## config.mk

```make
export PLATFORM = sky130hd
export DESIGN_NAME = converter_calibration_control_flat
export DESIGN_NICKNAME = d
export VERILOG_FILES = /design/src/cal_pkg.sv /design/src/cal_link_if.sv /design/src/converter_calibration_control.sv /design/src/flat_wrapper.sv
export VERILOG_INCLUDE_DIRS = /design/src
export SDC_FILE = /design/constraint.sdc
export NUM_CORES = 1
export LEC_CHECK = 0
export ABC_AREA = 1
export ABC_CLOCK_PERIOD_IN_PS = 3000
export BUFFER_PORTS_ARGS = -buffer_cell sky130_fd_sc_hd__buf_4
export CAP_MARGIN = 5
export CELL_PAD_IN_SITES_DETAIL_PLACEMENT = 0
export CELL_PAD_IN_SITES_GLOBAL_PLACEMENT = 2
export CORE_UTILIZATION = 30
export DETAILED_ROUTE_END_ITERATION = 12
export MAX_ROUTING_LAYER = met4
export PLACE_DENSITY = 0.82
export SYNTH_ARGS = -nofsm -noshare
export SYNTH_HDL_FRONTEND = slang
export SYNTH_SLANG_ARGS = --single-unit
```

## constraint.sdc

```tcl
create_clock -name clock -period 3 [get_ports clock]
set_input_delay 0.3 -clock clock [delete_from_list [all_inputs] [get_ports clock]]
set_output_delay 0.3 -clock clock [all_outputs]
set_load 0.01 [all_outputs]
```

## src/cal_consts.svh

```systemverilog
// timing counts, register offsets, field positions and reset values for the calibration control
// assumes the includer is a module or package of the calibration control block
`ifndef CAL_CONSTS_SVH
`define CAL_CONSTS_SVH
`define CAL_LOW_HOLD_CYCLES    16'h0100
`define CAL_HIGH_HOLD_CYCLES   16'h0100
`define CAL_SHORT_DELAY_CYCLES 32'h0000_1000
`define CAL_LONG_DELAY_CYCLES  32'h0004_0000
`define CAL_TRIM_CYCLES        16'h0400
`define CAL_CONV_CYCLES        16'h0800
`define CAL_REG_CONTROL        4'h0
`define CAL_REG_TRIM           4'h9
`define CAL_BIT_REQUEST        15
`define CAL_BIT_TRIM_DISABLE   0
`define CAL_BIT_SECOND_CLOCK   1
`define CAL_REG_RESET          16'h0000
`define CAL_CODE_MIN           10'sh000
`define CAL_CODE_MAX           10'sh0FF
`endif

```

## src/cal_pkg.sv

```systemverilog
// types used by the device end of the calibration control link
// assumes cal_consts.svh is on the include path
package cal_pkg;
  typedef enum {
    CAL_DELAY, CAL_HOLD_OFF, CAL_IDLE, CAL_TRIM, CAL_CONVERT
  } cal_state_type;
  typedef logic [15:0] reg_word_type;
endpackage : cal_pkg

```

## src/cal_link_if.sv

```systemverilog
// pins between the converter control and the host controller
// assumes one shared clock and synchronous reset supplied by the testbench
`timescale 1ns/10ps
interface cal_link_if (
  input wire logic clock,
  input wire logic srst
);
  logic       calibrateRequest;
  logic       calibrationDelaySelect;
  logic       extendedMode;
  logic       powerDownPin;
  logic       fullScaleSelect;
  logic       regWrite;
  logic [3:0] regAddr;
  logic [15:0] regData;
  logic       calibrationActive;
  logic       outOfRangeP;
  logic       outOfRangeN;
  logic       outputDataClock;
  logic       analogPoweredDown;
  modport device (
    input  clock, srst, calibrateRequest, calibrationDelaySelect, extendedMode,
           powerDownPin, fullScaleSelect, regWrite, regAddr, regData,
    output calibrationActive, outOfRangeP, outOfRangeN, outputDataClock,
           analogPoweredDown
  );
  modport host (
    input  clock, srst, calibrationActive, outOfRangeP, outOfRangeN,
           outputDataClock, analogPoweredDown,
    output calibrateRequest, calibrationDelaySelect, extendedMode, powerDownPin,
           fullScaleSelect, regWrite, regAddr, regData
  );
endinterface : cal_link_if

```

## src/converter_calibration_control.sv

```systemverilog
// device end: power-up and on-command calibration sequencer, range flag, full-scale select
// assumes clock is the converter's input sample clock and srst is power-on reset
//
// Contract
// - flag high while either result clips
// - second clock replaces range flag when enabled
// - pin picks range, or adjust register extended
// - calibrate automatically after power-up
// - pin and register bit request identically
// - same sequence whatever the clock start
// - calibration active high exactly during calibration
// - data clock stops unless trim disabled
// - command calibration trims unless trim disabled
// - power-up delay chosen by delay select
// - request high at power-up skips calibration
// - host holds request low then high
// - start after high hold, reject short pulses
// - analog held down until clock runs
// - power-down at power-up stops delay counter
// - extended mode always uses short delay
// - host waits for calibration active low
// - host recalibrates after twenty seconds, temperature; the host here recalibrates only on startCal
// - power-down during calibration waits for finish
// - requests ignored while powered down
`timescale 1ns/10ps
`include "cal_consts.svh"
module converter_calibration_control (
  // link to the host
  cal_link_if.device link,
  // converter results and adjust
  input  wire logic signed [9:0] resultI,
  input  wire logic signed [9:0] resultQ,
  input  wire logic        [7:0] fullScaleAdjust,
  input  wire logic              secondClockIn,
  // to the analog core
  output logic                   reducedRange,
  output logic             [7:0] rangeSetting,
  output logic                   coreInPowerDown
);
  cal_pkg::cal_state_type state;
  cal_pkg::reg_word_type  calControl;
  cal_pkg::reg_word_type  trimControl;
  logic [31:0] delayCount;
  logic [15:0] lowCount;
  logic [15:0] highCount;
  logic [15:0] stepCount;
  logic        lowQualified;
  logic        requestLevel;
  logic        commandPulse;
  logic        trimDisable;
  logic        powerUpDone;
  logic        clockSeen;

  // clips outside the 8-bit code range
  function automatic logic clipped(input logic signed [9:0] value);
    return (value < `CAL_CODE_MIN) || (value > `CAL_CODE_MAX);
  endfunction : clipped

  // register writes; the request bit self-clears after one cycle
  always_ff @(posedge link.clock) begin
    if (link.srst) begin
      calControl  <= `CAL_REG_RESET;
      trimControl <= `CAL_REG_RESET;
    end else begin
      calControl[`CAL_BIT_REQUEST] <= 1'b0;
      if (link.regWrite && link.regAddr == `CAL_REG_CONTROL) begin
        calControl <= link.regData;
      end
      if (link.regWrite && link.regAddr == `CAL_REG_TRIM && link.extendedMode) begin
        trimControl <= link.regData;
      end
    end
  end

  assign trimDisable  = link.extendedMode && trimControl[`CAL_BIT_TRIM_DISABLE];
  // register bit acts as a pin level; a write of the bit counts at once, like the pin
  assign requestLevel = link.calibrateRequest | calControl[`CAL_BIT_REQUEST]
                        | (link.regWrite && link.regAddr == `CAL_REG_CONTROL
                           && link.regData[`CAL_BIT_REQUEST]);

  // request qualification: low hold, then high hold
  always_ff @(posedge link.clock) begin
    if (link.srst) begin
      lowCount     <= 16'h0000;
      highCount    <= 16'h0000;
      lowQualified <= 1'b0;
    end else if (link.powerDownPin) begin
      lowCount     <= 16'h0000;
      highCount    <= 16'h0000;
      lowQualified <= 1'b0;
    end else if (!requestLevel) begin
      highCount <= 16'h0000;
      if (lowCount < `CAL_LOW_HOLD_CYCLES) begin
        lowCount <= lowCount + 16'h0001;
      end else begin
        lowQualified <= 1'b1;
      end
    end else begin
      lowCount <= 16'h0000;
      if (!lowQualified) begin
        highCount <= 16'h0000; // short low pulse rejected
      end else if (highCount < `CAL_HIGH_HOLD_CYCLES) begin
        highCount <= highCount + 16'h0001;
      end else begin
        highCount    <= 16'h0000;
        lowQualified <= 1'b0;
      end
    end
  end

  // one-cycle start after the high hold is met
  assign commandPulse = lowQualified && !link.powerDownPin
                        && (highCount == `CAL_HIGH_HOLD_CYCLES)
                        && requestLevel;

  // any clock edge proves the clock runs
  always_ff @(posedge link.clock) begin
    if (link.srst) begin
      clockSeen <= 1'b0;
    end else begin
      clockSeen <= 1'b1;
    end
  end

  // calibration sequencer
  always_ff @(posedge link.clock) begin
    if (link.srst) begin
      state       <= cal_pkg::CAL_DELAY;
      delayCount  <= 32'h0000_0000;
      stepCount   <= 16'h0000;
      powerUpDone <= 1'b0;
    end else begin
      case (state)
        cal_pkg::CAL_DELAY: begin
          if (link.calibrateRequest && delayCount == 32'h0000_0000) begin
            state <= cal_pkg::CAL_IDLE;
          end else if (!link.powerDownPin) begin
            delayCount <= delayCount + 32'h0000_0001;
            if (delayCount + 32'h0000_0001 >=
                ((link.extendedMode || !link.calibrationDelaySelect)
                 ? `CAL_SHORT_DELAY_CYCLES : `CAL_LONG_DELAY_CYCLES)) begin
              state     <= cal_pkg::CAL_TRIM;
              stepCount <= 16'h0000;
            end
          end
        end
        cal_pkg::CAL_IDLE: begin
          if (commandPulse) begin
            state     <= trimDisable ? cal_pkg::CAL_CONVERT : cal_pkg::CAL_TRIM;
            stepCount <= 16'h0000;
          end
        end
        cal_pkg::CAL_TRIM: begin
          stepCount <= stepCount + 16'h0001;
          if (stepCount == `CAL_TRIM_CYCLES - 16'h0001) begin
            state     <= cal_pkg::CAL_CONVERT;
            stepCount <= 16'h0000;
          end
        end
        cal_pkg::CAL_CONVERT: begin
          stepCount <= stepCount + 16'h0001;
          if (stepCount == `CAL_CONV_CYCLES - 16'h0001) begin
            state       <= cal_pkg::CAL_IDLE; // power-down waits for this
            powerUpDone <= 1'b1;
          end
        end
        default: begin
          state <= cal_pkg::CAL_IDLE;
        end
      endcase
    end
  end

  // calibration active from start to final step
  assign link.calibrationActive = (state == cal_pkg::CAL_TRIM) || (state == cal_pkg::CAL_CONVERT);

  // power-down only honoured outside calibration; analog down until clock runs
  assign coreInPowerDown = !clockSeen
                           || (link.powerDownPin && !link.calibrationActive);
  assign link.analogPoweredDown = coreInPowerDown;

  // data clock gated during calibration unless trim skipped
  always_ff @(posedge link.clock) begin
    if (link.srst) begin
      link.outputDataClock <= 1'b0;
    end else if (link.calibrationActive && !trimDisable) begin
      link.outputDataClock <= 1'b0;
    end else begin
      link.outputDataClock <= !link.outputDataClock;
    end
  end

  // range flag or second clock on the same pair
  always_ff @(posedge link.clock) begin
    if (link.srst) begin
      link.outOfRangeP <= 1'b0;
      link.outOfRangeN <= 1'b1;
    end else if (link.extendedMode && trimControl[`CAL_BIT_SECOND_CLOCK]) begin
      link.outOfRangeP <= secondClockIn;
      link.outOfRangeN <= !secondClockIn;
    end else begin
      link.outOfRangeP <= clipped(resultI) || clipped(resultQ);
      link.outOfRangeN <= !(clipped(resultI) || clipped(resultQ));
    end
  end

  // full-scale range selection
  always_ff @(posedge link.clock) begin
    if (link.srst) begin
      reducedRange <= 1'b0;
      rangeSetting <= 8'h00;
    end else if (link.extendedMode) begin
      reducedRange <= 1'b0;
      rangeSetting <= fullScaleAdjust;
    end else begin
      reducedRange <= !link.fullScaleSelect;
      rangeSetting <= 8'h00;
    end
  end
endmodule : converter_calibration_control

```

## src/flat_wrapper.sv

```systemverilog
// flat-port wrapper written by rule: the top's interface ports become plain ports
module converter_calibration_control_flat 
  (resultI, resultQ, fullScaleAdjust, secondClockIn, reducedRange, rangeSetting, coreInPowerDown, clock, srst, link_calibrateRequest, link_calibrationDelaySelect, link_extendedMode, link_powerDownPin, link_fullScaleSelect, link_regWrite, link_regAddr, link_regData, link_calibrationActive, link_outOfRangeP, link_outOfRangeN, link_outputDataClock, link_analogPoweredDown);
  cal_link_if link_i (.clock(clock), .srst(srst));
  input  wire logic signed [9:0] resultI;
  input  wire logic signed [9:0] resultQ;
  input  wire logic        [7:0] fullScaleAdjust;
  input  wire logic secondClockIn;
  output logic reducedRange;
  output logic             [7:0] rangeSetting;
  output logic coreInPowerDown;
  input wire logic clock;
  input wire logic srst;
  input wire logic [$bits(link_i.calibrateRequest)-1:0] link_calibrateRequest;
  input wire logic [$bits(link_i.calibrationDelaySelect)-1:0] link_calibrationDelaySelect;
  input wire logic [$bits(link_i.extendedMode)-1:0] link_extendedMode;
  input wire logic [$bits(link_i.powerDownPin)-1:0] link_powerDownPin;
  input wire logic [$bits(link_i.fullScaleSelect)-1:0] link_fullScaleSelect;
  input wire logic [$bits(link_i.regWrite)-1:0] link_regWrite;
  input wire logic [$bits(link_i.regAddr)-1:0] link_regAddr;
  input wire logic [$bits(link_i.regData)-1:0] link_regData;
  output wire logic [$bits(link_i.calibrationActive)-1:0] link_calibrationActive;
  output wire logic [$bits(link_i.outOfRangeP)-1:0] link_outOfRangeP;
  output wire logic [$bits(link_i.outOfRangeN)-1:0] link_outOfRangeN;
  output wire logic [$bits(link_i.outputDataClock)-1:0] link_outputDataClock;
  output wire logic [$bits(link_i.analogPoweredDown)-1:0] link_analogPoweredDown;
  assign link_i.calibrateRequest = link_calibrateRequest;
  assign link_i.calibrationDelaySelect = link_calibrationDelaySelect;
  assign link_i.extendedMode = link_extendedMode;
  assign link_i.powerDownPin = link_powerDownPin;
  assign link_i.fullScaleSelect = link_fullScaleSelect;
  assign link_i.regWrite = link_regWrite;
  assign link_i.regAddr = link_regAddr;
  assign link_i.regData = link_regData;
  assign link_calibrationActive = link_i.calibrationActive;
  assign link_outOfRangeP = link_i.outOfRangeP;
  assign link_outOfRangeN = link_i.outOfRangeN;
  assign link_outputDataClock = link_i.outputDataClock;
  assign link_analogPoweredDown = link_i.analogPoweredDown;
  converter_calibration_control u_core (.link(link_i), .resultI(resultI), .resultQ(resultQ), .fullScaleAdjust(fullScaleAdjust), .secondClockIn(secondClockIn), .reducedRange(reducedRange), .rangeSetting(rangeSetting), .coreInPowerDown(coreInPowerDown));
endmodule
```

# Word level (Yosys, flattened, before mapping)
# Index checks and enable logic that the tools add are counted.
# word_totals
out_inout_bits	15
ff_bits	129
elab_cells	115
in_bits	57
# classes
n_eq_ne	18
n_reduce_logical	41
addsub	4
bitwise	9
mux	22
order_cmp	7
# op_table
cell	count
$mux 32	6
$pmux 32 s4	1
$mux 16	5
$eq 32x2->1 const B	2
$eq 32x3->1 const B	2
$logic_not 32->1	2
$pmux 16 s4	1
$add 16x1->16 const B	3
$add 32x1->32 const B	1
$eq 32x4->1 const B	1
$ge 32x32->1	1
$lt 16x9->1 const B	2
$gt 10x9->1 const B	2
$lt 10x1->1 const B	2
$mux 19	1
$eq 16x10->1 const B	1
$eq 16x11->1 const B	1
$eq 16x9->1 const B	1
$logic_and 1x1->1	12
$ne 2x1->1 const B	5
$reduce_and 5->1	2
$reduce_or 2->1	5
$logic_not 1->1	9
$mux 1	7
13 further kinds	26

# Longest topological paths before layout
# Gate-level depths: netlist of run 1.
# logic_depth
ltp_word	8
depth_mapped	19
depth_no_buf	19

# Worst setup path after synthesis of run 1
# OpenSTA, ideal clock, no wires.
# synth_timing
path_kind	register to register
startpoint	reg u_core.delayCount[0]
endpoint	reg u_core.stepCount[12]
setup_ns	0.142
path_buffers	1
arrival_ns	2.378
period_less_slack_ns	2.519
stages_incl_launch_ff	18
required_time_ns	2.858
path_slack_ns	0.481
path_cell_list	dfxtp_1 > ha_1 > nand3_1 > nor2_2 > xor2_1 > inv_1 > ha_1 > nand3_1 > or2_2 > nor2_1 > nand2_1 > nand2_1 > nand2_1 > nand3_2 > o21ai_4 > buf_6 > nand2_2 > a21oi_2
# synth_via
elab_chain_cells	4
elab_cells_between_ends	7
cone_classes	add/sub: 1; order compare: 1; eq/ne: 2; reduce/logical: 3
# synth_lines
element	line	source
start: declaration	converter_calibration_control.sv:43	logic [31:0] delayCount;
start signal: assignment	converter_calibration_control.sv:138	delayCount <= delayCount + 32'h0000_0001;
$add 32x1->32 or $logic_not 32->1 (tied branches)	converter_calibration_control.sv:139, converter_calibration_control.sv:135	
$ge 32x32->1 or $logic_and 1x1->1 (tied branches)	converter_calibration_control.sv:139, converter_calibration_control.sv:135	
$ne 2x1->1 (no line) or $ne 2x2->1 (tied branches)	n/a	
$reduce_and 5->1 (no line) (*)	n/a	
end signal: assignment	converter_calibration_control.sv:154	stepCount <= stepCount + 16'h0001;
end signal: assignment	converter_calibration_control.sv:161	stepCount <= stepCount + 16'h0001;
end: declaration	converter_calibration_control.sv:46	logic [15:0] stepCount;
# Every way passes the cells marked *; elsewhere a longest branch is shown, timed or not.
# A chain may end at the register's enable or synchronous reset.

# Worst setup path in the final report of run 1
# layout_timing
startpoint	reg u_core.delayCount[7]
endpoint	reg u_core.state[1]
# layout_via
elab_chain_cells	4
elab_cells_between_ends	9
cone_classes	add/sub: 1; order compare: 1; eq/ne: 2; mux: 2; reduce/logical: 3
# layout_lines
element	line	source
$add 32x1->32 or $logic_not 32->1 (tied branches)	converter_calibration_control.sv:139, converter_calibration_control.sv:135	
$ge 32x32->1 or $logic_and 1x1->1 (tied branches)	converter_calibration_control.sv:139, converter_calibration_control.sv:135	
$ne 3x1->1 (no line) (tied with other cells)	n/a	
$reduce_and 5->1 (no line) or $pmux 32 s4 (tied branches)	n/a	
end signal: assignment	converter_calibration_control.sv:136	state <= cal_pkg::CAL_IDLE;
end signal: assignment	converter_calibration_control.sv:142	state <= cal_pkg::CAL_TRIM;
end signal: assignment	converter_calibration_control.sv:149	state <= trimDisable ? cal_pkg::CAL_CONVERT : cal_pkg::CAL_TRIM;
end: declaration	converter_calibration_control.sv:40	cal_pkg::cal_state_type state;
# Parallel ways exist; a longest one is shown, timed or not.

==> results.md, run 1 <==
Layout:
- After the last flow step, the layout net total stands at 916.
- In the final layout, the share of cells above drive strength 1 is 0.167.
- Relative to the synthesized area, the layout overhead comes to 18.9%.
- Counting the fill cells in the layout gives around 1900.
- The antenna diode instance count is 0.

Drt:
- The number of design-rule violations left by the first detailed-router iteration is between 300 and 400.
- After detailed routing, the average wire length per cell comes to around 13 um.
- The via count is slightly below 5000.
- The count of antenna-violating nets left after detailed routing is 0.
- Using the TritonRoute via totals, the vias-per-cell ratio works out to roughly 4.5.
- The number of detailed-route iterations in the first pass is 4.
- The detailed-route DRC error count is 0.
- The detailed-route wire length is 13.8 mm.

Worst setup path:
- The delay of the slowest cell on the worst path is around 380 ps.
- The worst-path maximum fanout is 4.
- Data on the critical path is required at its endpoint by between 3000 and 4000 ps.
- The worst setup path is captured at a flip-flop.
- The startpoint kind of the worst setup timing path is a flip-flop.
- The critical path launch point is u_core.delayCount[7].
- The worst setup path is of the flip-flop to flip-flop kind.
- At the worst endpoint, the arrival time is 2950 ps.
- The beginning of the worst register-to-register path is u_core.delayCount[7].
- The cell repeated most along the worst path is sky130_fd_sc_hd__nand2_1.
- The critical path goes through nand2_1 > nor2_4 > nand2_1 > nor2_4 > xor2_1 > inv_1 > ha_1 > nand3_1 > or2_2 > nor2_1 > nand2_1 > nand2_1 > nand2_1 > nand3_2 > nand2_1 > nand2_1 > nand3_1 > nand2_1 > nor2_1.
- The slowest library cell on the worst path is sky130_fd_sc_hd__dfxtp_1.

Yosys:
- The number of flops mapped to enable cells by yosys is 0.
- After technology mapping, the gate count stands at 789.
- Counting distinct cell types in the post-synthesis netlist gives 43.
- Yosys attributes the largest share of cell area to sky130_fd_sc_hd__dfxtp_1 (37%), sky130_fd_sc_hd__nand2_1 (12%), sky130_fd_sc_hd__nor2_1 (7.2%), sky130_fd_sc_hd__inv_1 (6.9%), sky130_fd_sc_hd__o21ai_0 (4.7%).
- The flip-flop and latch count after synthesis is 100.
- Of the post-synthesis cell area, the dominant cell type holds 0.371.
- The mean instance size in the synthesized netlist is between 6 and 7 um^2.
- For this run, asynchronously set or reset flops after synthesis account for 0.
- After synthesis, the largest family of logic cells by area is simple AND/OR/NAND/NOR gates.
- For this run, the number of Yosys warnings is 0.
- The most frequently used flop master after synthesis is sky130_fd_sc_hd__dfxtp_1.
- The share of synthesized area occupied by flip-flops and latches is 0.371.
- The cell type with the largest total area after synthesis is sky130_fd_sc_hd__dfxtp_1.
- The adder-cell area share of the yosys netlist is 0.0209.
- After synthesis, the most frequently instantiated cells are sky130_fd_sc_hd__nand2_1 (174), sky130_fd_sc_hd__nor2_1 (103), sky130_fd_sc_hd__dfxtp_1 (100), sky130_fd_sc_hd__inv_1 (99), sky130_fd_sc_hd__o21ai_0 (51).
- The post-synthesis compound-gate area fraction is 0.141.
- The multiplexer fraction of the synthesized cell area is 0.
- The XOR/XNOR share of the synthesized area is 0.0306.
- The synthesized netlist occupies a cell area of approximately 5400 um^2.
- The most numerous cell in the Yosys netlist is sky130_fd_sc_hd__nand2_1.
- Of the total synthesized cell area, the portion taken by AND, OR, NAND and NOR gates is 0.348.

Floorplanning:
- Row generation in the floorplan step produced 48 rows.
- For this configuration, the core starts out at a cell density of 0.310.
- The top-level port count is about 70.
- From left edge to right edge, the die measures 136 um.
- The core area is about 17000 um^2.
- The die extent in y is 136 um.
- The area of the die is about 19000 um^2.

Clock tree:
- TritonCTS built the clock tree.
- Hold repair after CTS inserted 0 buffers.
- Clock latency on the worst-skew pair, taken at its later pin, is approximately 360 ps.
- The total number of clock tree sinks is 100.
- The H-tree generated during clock tree synthesis spans 3 levels.
- Clock tree synthesis inserted a total of 9 buffers.
- The clock-pin slew on the worst setup and hold paths is 70 ps.
- The clock passes through at most 2 buffers.
- The library cell used as clock root buffer is sky130_fd_sc_hd__clkbuf_16.

Global routing:
- After global routing the overflow that remains totals 0.
- For this run, the total global-route usage over all layers was measured as 0.164.
- The number of global-route vias before repair came to 4717.
- The first global-routing pass estimated about 23 mm of wire.
- The maximum number of pins on one net before global-route repair is 36.
- The initial antenna violation count is 0.

STA:
- In the finished design, the share of the clock period the worst path needs comes to 0.899.
- The number of hold-slack violations in the final timing report is 0.
- The headroom to the max-slew limit is 0.666.
- On the final layout, the worst clock skew is 11.7 ps.
- The final max-slew violation count was 0.
- The final critical-path required period is around 2700 ps.
- For this run, the top clock speed supported by timing is 371 MHz.
- At the pin with the least slew margin, the transition time is 500 ps.
- Adding up every negative setup slack in the final design gives 0 ps.
- The final count of negative-setup-slack endpoints is 0.
- Setup repair after global routing left no endpoint under its margin.

Placement:
- The last weighted congestion value of the routability-driven placer is 0.818.
- The total half-perimeter wirelength after legalization and detailed placement is ~10 mm.
- The count of port buffers added during placement is 42.

Power:
- The design draws about 4200 uW.
- The maximum resistive drop on vdd is around 0.38 mV.
- For this design the static power due to leakage is 0.00263 uW.
- In this run the power density over the cells is between 600 and 700 nW/um^2.

Hold path:
- The beginning of the worst hold path is link_fullScaleSelect.
- In this run the worst hold path is classified as input port to flip-flop.

Run:
- Max-cap violations in this run came to 0.

Run status:
- The run finished with clean final reports.
[cell usage in the layout, fill, tap and decap left out, types with 5 or more instances in the layout]
| cell type | synthesis | routed |
|---|---|---|
| sky130_fd_sc_hd__nor3_1 | 14 | 14 |
| sky130_fd_sc_hd__nand2_2 | 20 | 20 |
| sky130_fd_sc_hd__nor4_1 | 11 | 11 |
| sky130_fd_sc_hd__nand4_1 | 14 | 14 |
| sky130_fd_sc_hd__a21oi_2 | 10 | 10 |
| sky130_fd_sc_hd__dfxtp_1 | 100 | 99 |
| sky130_fd_sc_hd__nor2_2 | 8 | 9 |
| sky130_fd_sc_hd__xor2_1 | 15 | 15 |
| sky130_fd_sc_hd__a21oi_1 | 49 | 49 |
| sky130_fd_sc_hd__buf_4 | 2 | 62 |
| sky130_fd_sc_hd__nand2_1 | 174 | 174 |
| sky130_fd_sc_hd__nor2_1 | 103 | 101 |
| sky130_fd_sc_hd__inv_1 | 99 | 99 |
| sky130_fd_sc_hd__ha_1 | 9 | 9 |
| sky130_fd_sc_hd__a31oi_1 | 10 | 10 |
| sky130_fd_sc_hd__clkbuf_16 | 0 | 9 |
| sky130_fd_sc_hd__o21ai_0 | 51 | 51 |
| sky130_fd_sc_hd__nand3_1 | 37 | 37 |
| sky130_fd_sc_hd__nor2_4 | 7 | 8 |
| sky130_fd_sc_hd__conb_1 | 1 | 7 |
| sky130_fd_sc_hd__o21bai_1 | 5 | 5 |
[area by class of cell]
class	count	area, um^2	area share
Inverter	103	387	0.0603
Multi-Input combinational cell	573	2950	0.460
Sequential cell	100	2000	0.312
Tap cell	225	282	0.0439
Clock inverter	7	82.6	0.0129
Clock buffer	9	225	0.0351
Timing Repair Buffer	63	485	0.0757
[what timing repair did]
item	CTS	global route
resized for setup	0	3
setup buffers	0	2
setup endpoints to repair	0	19
[critical path, delay by kind of cell (launching register included)]
family                     cells  cell delay [ps]
xor gates and xnor gates       1              150
adders and majority gates      1              270
buffers and inverters          1               80
DFF                            1              380
and+or+nand+nor               16             1700
[layer usage]
metal / vias to the layer above / wire length [um] / track usage
met5: - / 0 / -
met4: 0 / 111 / 0.0340
met3: 7 / 551 / 0.0388
met2: 65 / 6210 / 0.265
met1: 2154 / 6900 / 0.207
li1: 2653 / - / -
[report_power, final]
group / total (uW) / internal, uW / switching (uW)
clock network: 1230 / 662 / 570
logic: 1320 / 483 / 839
registers: 1660 / 1500 / 165
[flip-flops by register name, indices dropped and copies added, names as in the netlist]
register	cells
u_core.lowQualified	1
u_core.rangeSetting	8
u_core.reducedRange	1
u_core.clockSeen	1
u_core.highCount	16
u_core.delayCount	32
u_core.stepCount	16
u_core.link.outOfRangeP	1
u_core.lowCount	16
u_core.calControl	1
u_core.trimControl	2
u_core.link.outOfRangeN	1
u_core.state	3
u_core.link.outputDataClock	1
[path summary, 6_finish.rpt]
check                                end  slack, ps  cells after the start
max                      u_core.state[1]        300                     19
min                  u_core.reducedRange         90                      2
max reg2reg              u_core.state[1]        300                     19
min reg2reg  u_core.link.outputDataClock        430                      1
[stage by stage]
| step | utilization | cell area (um^2) | setup slack [ps] | instances | hold slack (ps) |
|---|---|---|---|---|---|
| after CTS | 0.366 | 6380 | 46.1 | 1078 | 71.7 |
| after detailed placement | 0.349 | 6070 | 57.3 | 1062 | 416 |
| after global placement | 0.349 | 6070 | 44.9 | 1062 | 417 |
| final | 0.368 | 6420 | 302 | 1080 | 85.6 |
| after floorplan | - | 5420 | 481 | 795 | 371 |
| after global routing | 0.368 | 6420 | 23.1 | 1080 | 72.7 |
[kinds of logic (layout without fill, tap and decap cells)]
kind of cell	Yosys count	in the layout
AND/OR/NAND/NOR	406	406
AO/OA/AOI/OAI	133	133
buffers and inverters	122	182
flip-flops	100	100
XOR/XNOR	18	18
adder cells (fa/ha/maj)	9	9
other	1	7
Note: power is estimated with default switching activity, not from simulation.
==> run 2, diff against run 1 <==
Settings changed: CORE_UTILIZATION 30 to 32, PLACE_DENSITY 0.82 to 0.87.
==> run 2 against run 1 <==
  * Die area down 6.2%
  * Highest routed layer unchanged
  * Core utilization increased by 1.8 points
  * Global-route usage rose by 0.85 points
  * Sequential cell count unchanged
  * Combinational power is essentially flat
  * Via count rose by 0.18%
  * Critical path depth down 1
  * Non-clock buffer count fell by 5
  * Largest cell class unchanged
  * Register-to-register slack got worse by 80 ps
  * Clock-buffer cell count is the same
  * Largest power group unchanged
  * Cell count decreased by 0.93%
  * Design area decreased by 0.60%
  * Critical endpoint unchanged
==> results.md, run 2 (synthesized netlist as in run 1, its figures left out) <==
Drt:
- The count of antenna-violating nets left after detailed routing is 0 (unchanged).
- The ratio of routed vias to standard cells is 4.57 (was 4.52).
- The detailed-route DRC error count came to 0 (unchanged).
- The detailed-route wire length is 13.7 mm (was 13.8 mm).
- The number of design-rule violations left by the first detailed-router iteration is 350 (was 311).
- The via count is 4888 (was 4879).
- The number of detailed-route iterations in the first pass is 4 (unchanged).
- The wire length per cell is 12.8 um (about the same).

Hold path:
- The cell count of the worst hold path is 2 (unchanged).
- The beginning of the worst hold path is link_fullScaleSelect (unchanged).
- The capture endpoint of the worst hold path was u_core.reducedRange (unchanged).
- The worst min-delay path category was input port to flip-flop (unchanged).

Placement:
- The count of port buffers added during placement is 42 (unchanged).
- The last weighted congestion value of the routability-driven placer was 0.808 (was 0.818).
- The total half-perimeter wirelength after legalization and detailed placement is 10.2 mm (was 10.4 mm).

Worst setup path:
- The kind of cell adding the most delay to the critical path is simple AND/OR/NAND/NOR gates (unchanged).
- The data required time of the worst path came to 3250 ps (about the same).
- The start-to-end type of the worst setup path was flip-flop to flip-flop (unchanged).
- The internal reg-to-reg setup slack is 220 ps (was 300 ps).
- The end of the worst register-to-register path is u_core.state[1] (unchanged).
- The slowest library cell on the worst path is sky130_fd_sc_hd__dfxtp_1 (unchanged).
- The startpoint kind of the worst setup timing path is a flip-flop (unchanged).
- The beginning of the worst register-to-register path is u_core.delayCount[1] (was u_core.delayCount[7]).
- Ordered cell list for the critical path: ha_2 > nand3_1 > nor2_4 > xor2_1 > inv_1 > ha_1 > nand3_1 > or2_2 > nor2_1 > nand2_1 > nand2_1 > nand2_1 > nand3_2 > nand2_1 > nand2_1 > nand3_1 > nand2_1 > nor2_1 (was nand2_1 > nor2_4 > nand2_1 > nor2_4 > xor2_1 > inv_1 > ha_1 > nand3_1 > or2_2 > nor2_1 > nand2_1 > nand2_1 > nand2_1 > nand3_2 > nand2_1 > nand2_1 > nand3_1 > nand2_1 > nor2_1).
- The cell repeated most along the worst path was sky130_fd_sc_hd__nand2_1 (unchanged).
- The worst-path maximum fanout is 5 (was 4).
- The kind of end point of the critical path is a flip-flop (unchanged).
- The sum of buffers and inverters on the critical path is 1 (unchanged).
- The number of cell instances on the worst register-to-register path was 18 (was 19).
- The delay of the slowest cell on the worst path was 420 ps (was 380 ps).
- The data arrival at the endpoint of the critical path is 3030 ps (was 2950 ps).

Clock tree:
- The clock latency of the later-clocked register in the worst-skew pair is 360 ps (about the same).
- The clock-pin slew on the worst setup and hold paths is 70 ps (about the same).
- The CTS tree is done (unchanged).
- The CTS buffer count is 9 (unchanged).
- The total number of clock tree sinks was 100 (unchanged).
- The library cell used as clock root buffer is sky130_fd_sc_hd__clkbuf_16 (unchanged).
- The number of buffers on the longest clock path is 2 (unchanged).
- The H-tree depth came to 3 (unchanged).

STA:
- The final critical-path required period was 2780 ps (was 2700 ps).
- The final max-slew violation count is 0 (unchanged).
- The number of hold-slack violations in the final timing report is 0 (unchanged).
- RSZ-0062 raised after global routing: no (unchanged).
- The post-route setup TNS was 0 ps (unchanged).
- The final count of negative-setup-slack endpoints is 0 (unchanged).
- The smallest hold slack is 118 ps (was 85.6 ps).
- The final cycle utilization of the critical path is 0.926 (was 0.899).
- The setup skew after layout was 8.47 ps (was 11.7 ps).
- The achievable clock frequency is 360 MHz (was 371 MHz).

Floorplanning:
- The core area is 16500 um^2 (was 17400 um^2).
- The area of the die is 17400 um^2 (was 18500 um^2).
- The initial core utilization is 0.326 (was 0.310).
- The number of placement rows is 47 (was 48).
- The top-level port count is 72 (unchanged).
- The chip width was 132 um (was 136 um).
- The die extent in y is 132 um (was 136 um).

Layout:
- The final-layout fill cell count is 1784 (was 1896).
- The most common cell after layout, fill and taps aside is sky130_fd_sc_hd__nand2_1 (unchanged).
- The area growth from synthesis to final layout is 18.2% (was 18.9%).
- The post-layout net count was 911 (was 916).
- The antenna diode instance count is 0 (unchanged).
- The share of layout cells above drive strength 1 is 0.161 (was 0.167).
- Leading cell types in the layout, fill and taps excluded: sky130_fd_sc_hd__nand2_1 (174), sky130_fd_sc_hd__nor2_1 (102), sky130_fd_sc_hd__dfxtp_1 (100) (was sky130_fd_sc_hd__nand2_1 (174), sky130_fd_sc_hd__nor2_1 (101), sky130_fd_sc_hd__inv_1 (99), sky130_fd_sc_hd__dfxtp_1 (99), sky130_fd_sc_hd__buf_4 (62)).
- The area of the multi-input gates is 2950 um^2 (unchanged).
- The flip-flop count of the largest register, all copies and words added is 32 (unchanged).
- The storage element area was 2000 um^2 (about the same).
- The register containing the most flip-flops in the final layout is u_core.delayCount (unchanged).

Run:
- The count of max-cap constraint violations is 0 (unchanged).

Global routing:
- The maximum number of pins on one net before global-route repair is 39 (was 36).
- The aggregate global routing overflow is 0 (unchanged).
- The first-pass GRT wire length came to 23.3 mm (was 23.0 mm).
- The initial antenna violation count is 0 (unchanged).
- The number of global-route vias before repair is 4697 (was 4717).
- The aggregate global-route resource usage is 0.173 (was 0.164).

Power:
- The leakage power figure is 0.00262 uW (was 0.00263 uW).
- The power per cell area is 664 nW/um^2 (was 658 nW/um^2).
- The maximum resistive drop on vdd is 0.383 mV (was 0.378 mV).

Run status:
- Outcome: finished clean (unchanged).
==> run 2: per-layer routing <==
metal | share of wire | global-route usage | up-vias
met5 | 0 | - | -
li1 | - | - | 2653
met3 | 0.034 | 0.0254 | 12
met1 | 0.51 | 0.229 | 2151
met2 | 0.44 | 0.267 | 72
met4 | 0.012 | 0.0588 | 0
==> run 2: what timing repair did <==
action	CTS	global route
gates resized for setup	0	2
hold buffers	0	0
setup endpoints to repair	0	19
setup buffers	0	1
==> run 2: worst max-delay path by stage <==
stage	startpoint	endpoint	slack, ps	cells after the start
4_1_cts	u_core.delayCount[1]	u_core.stepCount[4]	30	17
6_report	u_core.delayCount[1]	u_core.state[1]	220	18
5_1_grt	u_core.delayCount[9]	u_core.state[1]	10	19
3_5_place_dp	u_core.delayCount[1]	u_core.stepCount[3]	50	17
2_1_floorplan	u_core.delayCount[0]	u_core.stepCount[12]	480	17
3_3_place_gp	u_core.delayCount[1]	u_core.stepCount[1]	80	16
==> run 2: power breakdown <==
part           internal (uW)  switching (uW)
combinational            466             832
sequential              1500             180
clock                    673             586
total                   2640            1600
==> run 2: area by class of cell <==
| class | instances | area share |
|---|---|---|
| Clock buffer | 9 | 0.0353 |
| Inverter | 103 | 0.0606 |
| Tap cell | 220 | 0.0432 |
| Clock inverter | 7 | 0.0139 |
| Multi-Input combinational cell | 573 | 0.463 |
| Sequential cell | 100 | 0.314 |
| Timing Repair Buffer | 58 | 0.0702 |
==> run 2: stage by stage <==
stage | instance area (um^2) | std cells | total power, uW | setup slack [ps] | util
finish | 6380 | 1070 | 4240 | 223 | 0.386
global placement | 6040 | 1053 | 2960 | 85.0 | 0.365
global route | 6380 | 1070 | 4540 | 9.77 | 0.386
floorplan | 5420 | 795 | 2580 | 481 | -
CTS | 6350 | 1069 | 4230 | 30.9 | 0.384
detailed placement | 6040 | 1053 | 2960 | 46.1 | 0.365
==> run 2: worst reg2reg max path, delay by kind of cell (launching register included) <==
kind          cells  cell delay, ps
flops             1             420
xor+xnor          1             160
fa+ha+maj         2             520
simple gates     14            1510
buf+inv           1              70
==> run 3, diff against run 2 <==
Settings changed: ABC_AREA 1 to default, ABC_CLOCK_PERIOD_IN_PS 3000 to default, BUFFER_PORTS_ARGS -buffer_cell sky130_fd_sc_hd__buf_4 to -buffer_cell sky130_fd_sc_hd__buf_2, CORE_UTILIZATION 32 to 35.
==> run 3 against run 2 <==
  * Global-route usage grew 0.24 points
  * Design area is 6.3% lower
  * Worst setup slack worse by 21 ps
  * Critical path type unchanged
==> results.md, run 3 <==
Worst setup path:
- The kind of end point of the critical path was a flip-flop (unchanged).
- The startpoint kind of the worst setup timing path is a flip-flop (unchanged).
- Ordered cell list for the critical path: ha_2 > nand4_1 > nor4_4 > nand2_1 > xnor2_1 > ha_1 > a2111o_1 > a22oi_1 > and4_4 > nand2_4 > a311oi_1 (was ha_2 > nand3_1 > nor2_4 > xor2_1 > inv_1 > ha_1 > nand3_1 > or2_2 > nor2_1 > nand2_1 > nand2_1 > nand2_1 > nand3_2 > nand2_1 > nand2_1 > nand3_1 > nand2_1 > nor2_1).
- The data arrival at the endpoint of the critical path is 3060 ps (was 3030 ps).
- The delay of the slowest cell on the worst path is 340 ps (was 420 ps).
- The slowest library cell on the worst path is sky130_fd_sc_hd__dfxtp_1 (unchanged).
- The worst-path maximum fanout came to 12 (was 5).
- The start-to-end type of the worst setup path is flip-flop to flip-flop (unchanged).
- The data required time of the worst path is 3270 ps (was 3250 ps).

STA:
- RSZ-0062 raised after global routing: no (unchanged).
- The final cycle utilization of the critical path was 0.933 (was 0.926).
- The final count of negative-setup-slack endpoints is 0 (unchanged).
- The number of hold-slack violations in the final timing report is 0 (unchanged).
- The setup skew after layout was 8.94 ps (was 8.47 ps).
- The transition time of the tightest slew-check pin is just under 700 ps.
- The final critical-path required period was 2800 ps (was 2780 ps).
- In this run the tightest slew margin relative to its limit is 0.539.
- The achievable clock frequency is 357 MHz (was 360 MHz).
- The final max-slew violation count is 0 (unchanged).
- The post-route setup TNS was 0 ps (unchanged).

Placement:
- The number of placed instances, taps included is 820 (was 1053).
- The total half-perimeter wirelength after legalization and detailed placement is 8.66 mm (was 10.2 mm).
- The count of port buffers added during placement is 42 (unchanged).
- The post-place instance area is 5650 um^2 (was 6040 um^2).
- The last weighted congestion value of the routability-driven placer is 0.866 (was 0.808).

Yosys:
- The count of yosys warnings during synthesis is 0 (unchanged).
- Most frequent cells after synthesis: sky130_fd_sc_hd__dfxtp_1 (100), sky130_fd_sc_hd__nor2_1 (77), sky130_fd_sc_hd__nand2_1 (45), sky130_fd_sc_hd__xor2_1 (38), sky130_fd_sc_hd__nand3_1 (33) (was sky130_fd_sc_hd__nand2_1 (174), sky130_fd_sc_hd__nor2_1 (103), sky130_fd_sc_hd__dfxtp_1 (100), sky130_fd_sc_hd__inv_1 (99), sky130_fd_sc_hd__o21ai_0 (51)).
- The cell type with the largest total area after synthesis was sky130_fd_sc_hd__dfxtp_1 (unchanged).
- The most numerous cell in the Yosys netlist is sky130_fd_sc_hd__dfxtp_1 (was sky130_fd_sc_hd__nand2_1).
- The synthesized netlist cell count is 599 (was 789).
- The most frequently used flop master after synthesis is sky130_fd_sc_hd__dfxtp_1 (unchanged).
- Leading post-synthesis cells by cell area: sky130_fd_sc_hd__dfxtp_1 (39%), sky130_fd_sc_hd__xor2_1 (6.5%), sky130_fd_sc_hd__nor2_1 (5.6%), sky130_fd_sc_hd__nand2_1 (3.3%), sky130_fd_sc_hd__nand3_1 (3.2%) (was sky130_fd_sc_hd__dfxtp_1 (37%), sky130_fd_sc_hd__nand2_1 (12%), sky130_fd_sc_hd__nor2_1 (7.2%), sky130_fd_sc_hd__inv_1 (6.9%), sky130_fd_sc_hd__o21ai_0 (4.7%)).
- The share of synthesized area occupied by flip-flops and latches is 0.389 (was 0.371).
- The distinct cell type count of the synthesized netlist is 74 (was 43).
- The top-area cell type share of the netlist area is 0.389 (was 0.371).
- The mean instance size in the synthesized netlist is 8.58 um^2 (was 6.84 um^2).
- The flip-flop and latch count after synthesis came to 100 (unchanged).
- The number of flops mapped to enable cells by yosys is 0 (unchanged).
- The share of synthesized flip-flops with an asynchronous set or reset is 0 (unchanged).
- The summed instance area of the synthesized netlist is 5140 um^2 (was 5400 um^2).

Global routing:
- The aggregate global-route resource usage is 0.175 (was 0.173).
- The maximum number of pins on one net before global-route repair is 60 (was 39).
- The aggregate global routing overflow is 0 (unchanged).
- The first-pass GRT wire length was 20.3 mm (was 23.3 mm).
- The number of global-route vias before repair came to 4121 (was 4697).
- The initial antenna violation count is 0 (unchanged).

Drt:
- The wire length the detailed router placed on met1 was 5.89 mm (was 7.02 mm).
- The uppermost metal layer occupied by signal nets is met4 (unchanged).
- The length of routed met2 wiring was 5.53 mm (was 6.08 mm).
- The number of design-rule violations left by the first detailed-router iteration is 204 (was 350).
- The number of detailed-route iterations in the first pass came to 5 (was 4).
- The count of antenna-violating nets left after detailed routing is 0 (unchanged).
- The via count is 4527 (was 4888).
- The detailed-route wire length is 12.1 mm (was 13.7 mm).
- The ratio of routed vias to standard cells is 5.42 (was 4.57).
- The amount of wire on met3 after detailed routing was 454 um (was 465 um).
- The wire length per cell is 14.5 um (was 12.8 um).
- The detailed-route DRC error count is 0 (unchanged).

Power:
- The sequential share of power is 0.441 (was 0.396).
- The share of total power in the clock network is 0.382 (was 0.297).
- The power per cell area is 539 nW/um^2 (was 664 nW/um^2).
- The maximum resistive drop on vdd is 0.244 mV (was 0.383 mV).
- The combinational group share of total power is 0.177 (was 0.306).
- The switching power total is 966 uW (was 1600 uW).
- The internal power was 2260 uW (was 2640 uW).
- The proportion of total power due to net switching is 0.300 (was 0.377).
- The leakage power figure is 0.00227 uW (was 0.00262 uW).

Layout:
- The antenna diode instance count is 0 (unchanged).
- The flip-flop count of the largest register, all copies and words added came to 32 (unchanged).
- The register containing the most flip-flops in the final layout was u_core.delayCount (unchanged).
- The most common cell after layout, fill and taps aside is sky130_fd_sc_hd__dfxtp_1 (was sky130_fd_sc_hd__nand2_1).
- The number of cells in the finished layout apart from fillers is 836 (was 1070).
- Leading cell types in the layout, fill and taps excluded: sky130_fd_sc_hd__dfxtp_1 (100), sky130_fd_sc_hd__nor2_1 (77), sky130_fd_sc_hd__nand2_1 (45) (was sky130_fd_sc_hd__nand2_1 (174), sky130_fd_sc_hd__nor2_1 (102), sky130_fd_sc_hd__dfxtp_1 (100)).
- The share of layout cells above drive strength 1 is 0.174 (was 0.161).
- The post-layout net count came to 717 (was 911).
- The area growth from synthesis to final layout is 16.2% (was 18.2%).
- The cell area after layout is 5980 um^2 (was 6380 um^2).

Clock tree:
- The library cell used as clock root buffer is sky130_fd_sc_hd__clkbuf_16 (unchanged).
- The clock latency of the later-clocked register in the worst-skew pair is 350 ps (was 360 ps).
- The clock-pin slew on the worst setup and hold paths was 70 ps (about the same).
- The number of buffers on the longest clock path is 2 (unchanged).
- The number of buffers inserted by post-CTS setup repair is 0 (unchanged).
- The CTS tree is done (unchanged).
- The CTS buffer count is 9 (unchanged).
- The total number of clock tree sinks is 100 (unchanged).
- The H-tree depth was 3 (unchanged).

Floorplanning:
- The number of placement rows came to 43 (was 47).
- The chip width is 123 um (was 132 um).
- The initial core utilization came to 0.365 (was 0.326).
- The core area is 14100 um^2 (was 16500 um^2).
- The die extent in y came to 123 um (was 132 um).
- The top-level port count is 72 (unchanged).
- The area of the die is 15200 um^2 (was 17400 um^2).

Run:
- The count of max-cap constraint violations is 0 (unchanged).

Run status:
- Outcome: finished clean (unchanged).

Hold path:
- The worst min-delay path category is input port to flip-flop (unchanged).
run 3: path summary, 6_finish.rpt:
kind / slack (ps) / from / end / depth (start not counted)
worst min-delay path: 90 / link_fullScaleSelect / u_core.reducedRange / 2
worst min register to register: 420 / u_core.link.outputDataClock / u_core.link.outputDataClock / 1
worst max register to register: 200 / u_core.delayCount[1] / u_core.stepCount[4] / 11
worst max-delay path: 200 / u_core.delayCount[1] / u_core.stepCount[4] / 11
run 3: layout make-up:
class / instances / area (um^2)
inverters: 14 / 52.6
clock buffers: 9 / 225
clock inverters: 7 / 93.8
well taps: 180 / 225
multi-input cells: 459 / 2970
flip-flops and latches: 100 / 2000
fillers: 1403 / 8120
repair buffers: 67 / 410
run 3: metrics by stage:
stage	setup slack (ps)	total power, uW	util	hold WS, ps
after CTS	171	3260	0.424	80.9
after global routing	8.28	3370	0.424	89.4
after detailed placement	190	2020	0.401	415
final	202	3220	0.424	88.2
after global placement	217	2010	0.401	410
after floorplan	74.8	1810	-	371
run 3: cell families (layout without fill, tap and decap cells):
group | Yosys count | count (layout) | share of synthesized area
fa+ha+maj | 9 | 9 | 0.0219
other cells | 1 | 7 | 0.000729
simple gates | 291 | 291 | 0.307
compound gates | 102 | 102 | 0.155
flops | 100 | 100 | 0.389
buf+inv | 46 | 97 | 0.0402
mux | 3 | 3 | 0.00584
xor+xnor | 47 | 47 | 0.0801
run 3: per-layer routing:
| metal | track usage | vias to the layer above |
|---|---|---|
| met5 | - | - |
| met4 | 0.0783 | 0 |
| met3 | 0.0272 | 18 |
| met2 | 0.260 | 102 |
| met1 | 0.234 | 2132 |
| li1 | - | 2275 |
run 3: critical path: cells and delay by family (launching register included):
kind	cells	cell delay, ps
simple gates	5	1030
compound gates	3	740
fa+ha+maj	2	450
flops	1	340
xor+xnor	1	130
run 3: power by group through the flow:
| stage | logic, uW | clock network [uW] | registers, uW |
|---|---|---|---|
| after floorplan | 359 | 0 | 1450 |
| after global placement | 561 | 0 | 1450 |
| after detailed placement | 569 | 0 | 1450 |
| after CTS | 573 | 1270 | 1420 |
| after global routing | 628 | 1320 | 1430 |
| final | 571 | 1230 | 1420 |
run 3: timing repair:
item	4_1_cts	5_1_grt
resized for setup	0	1
hold buffers	0	0
setup endpoints to repair	0	1
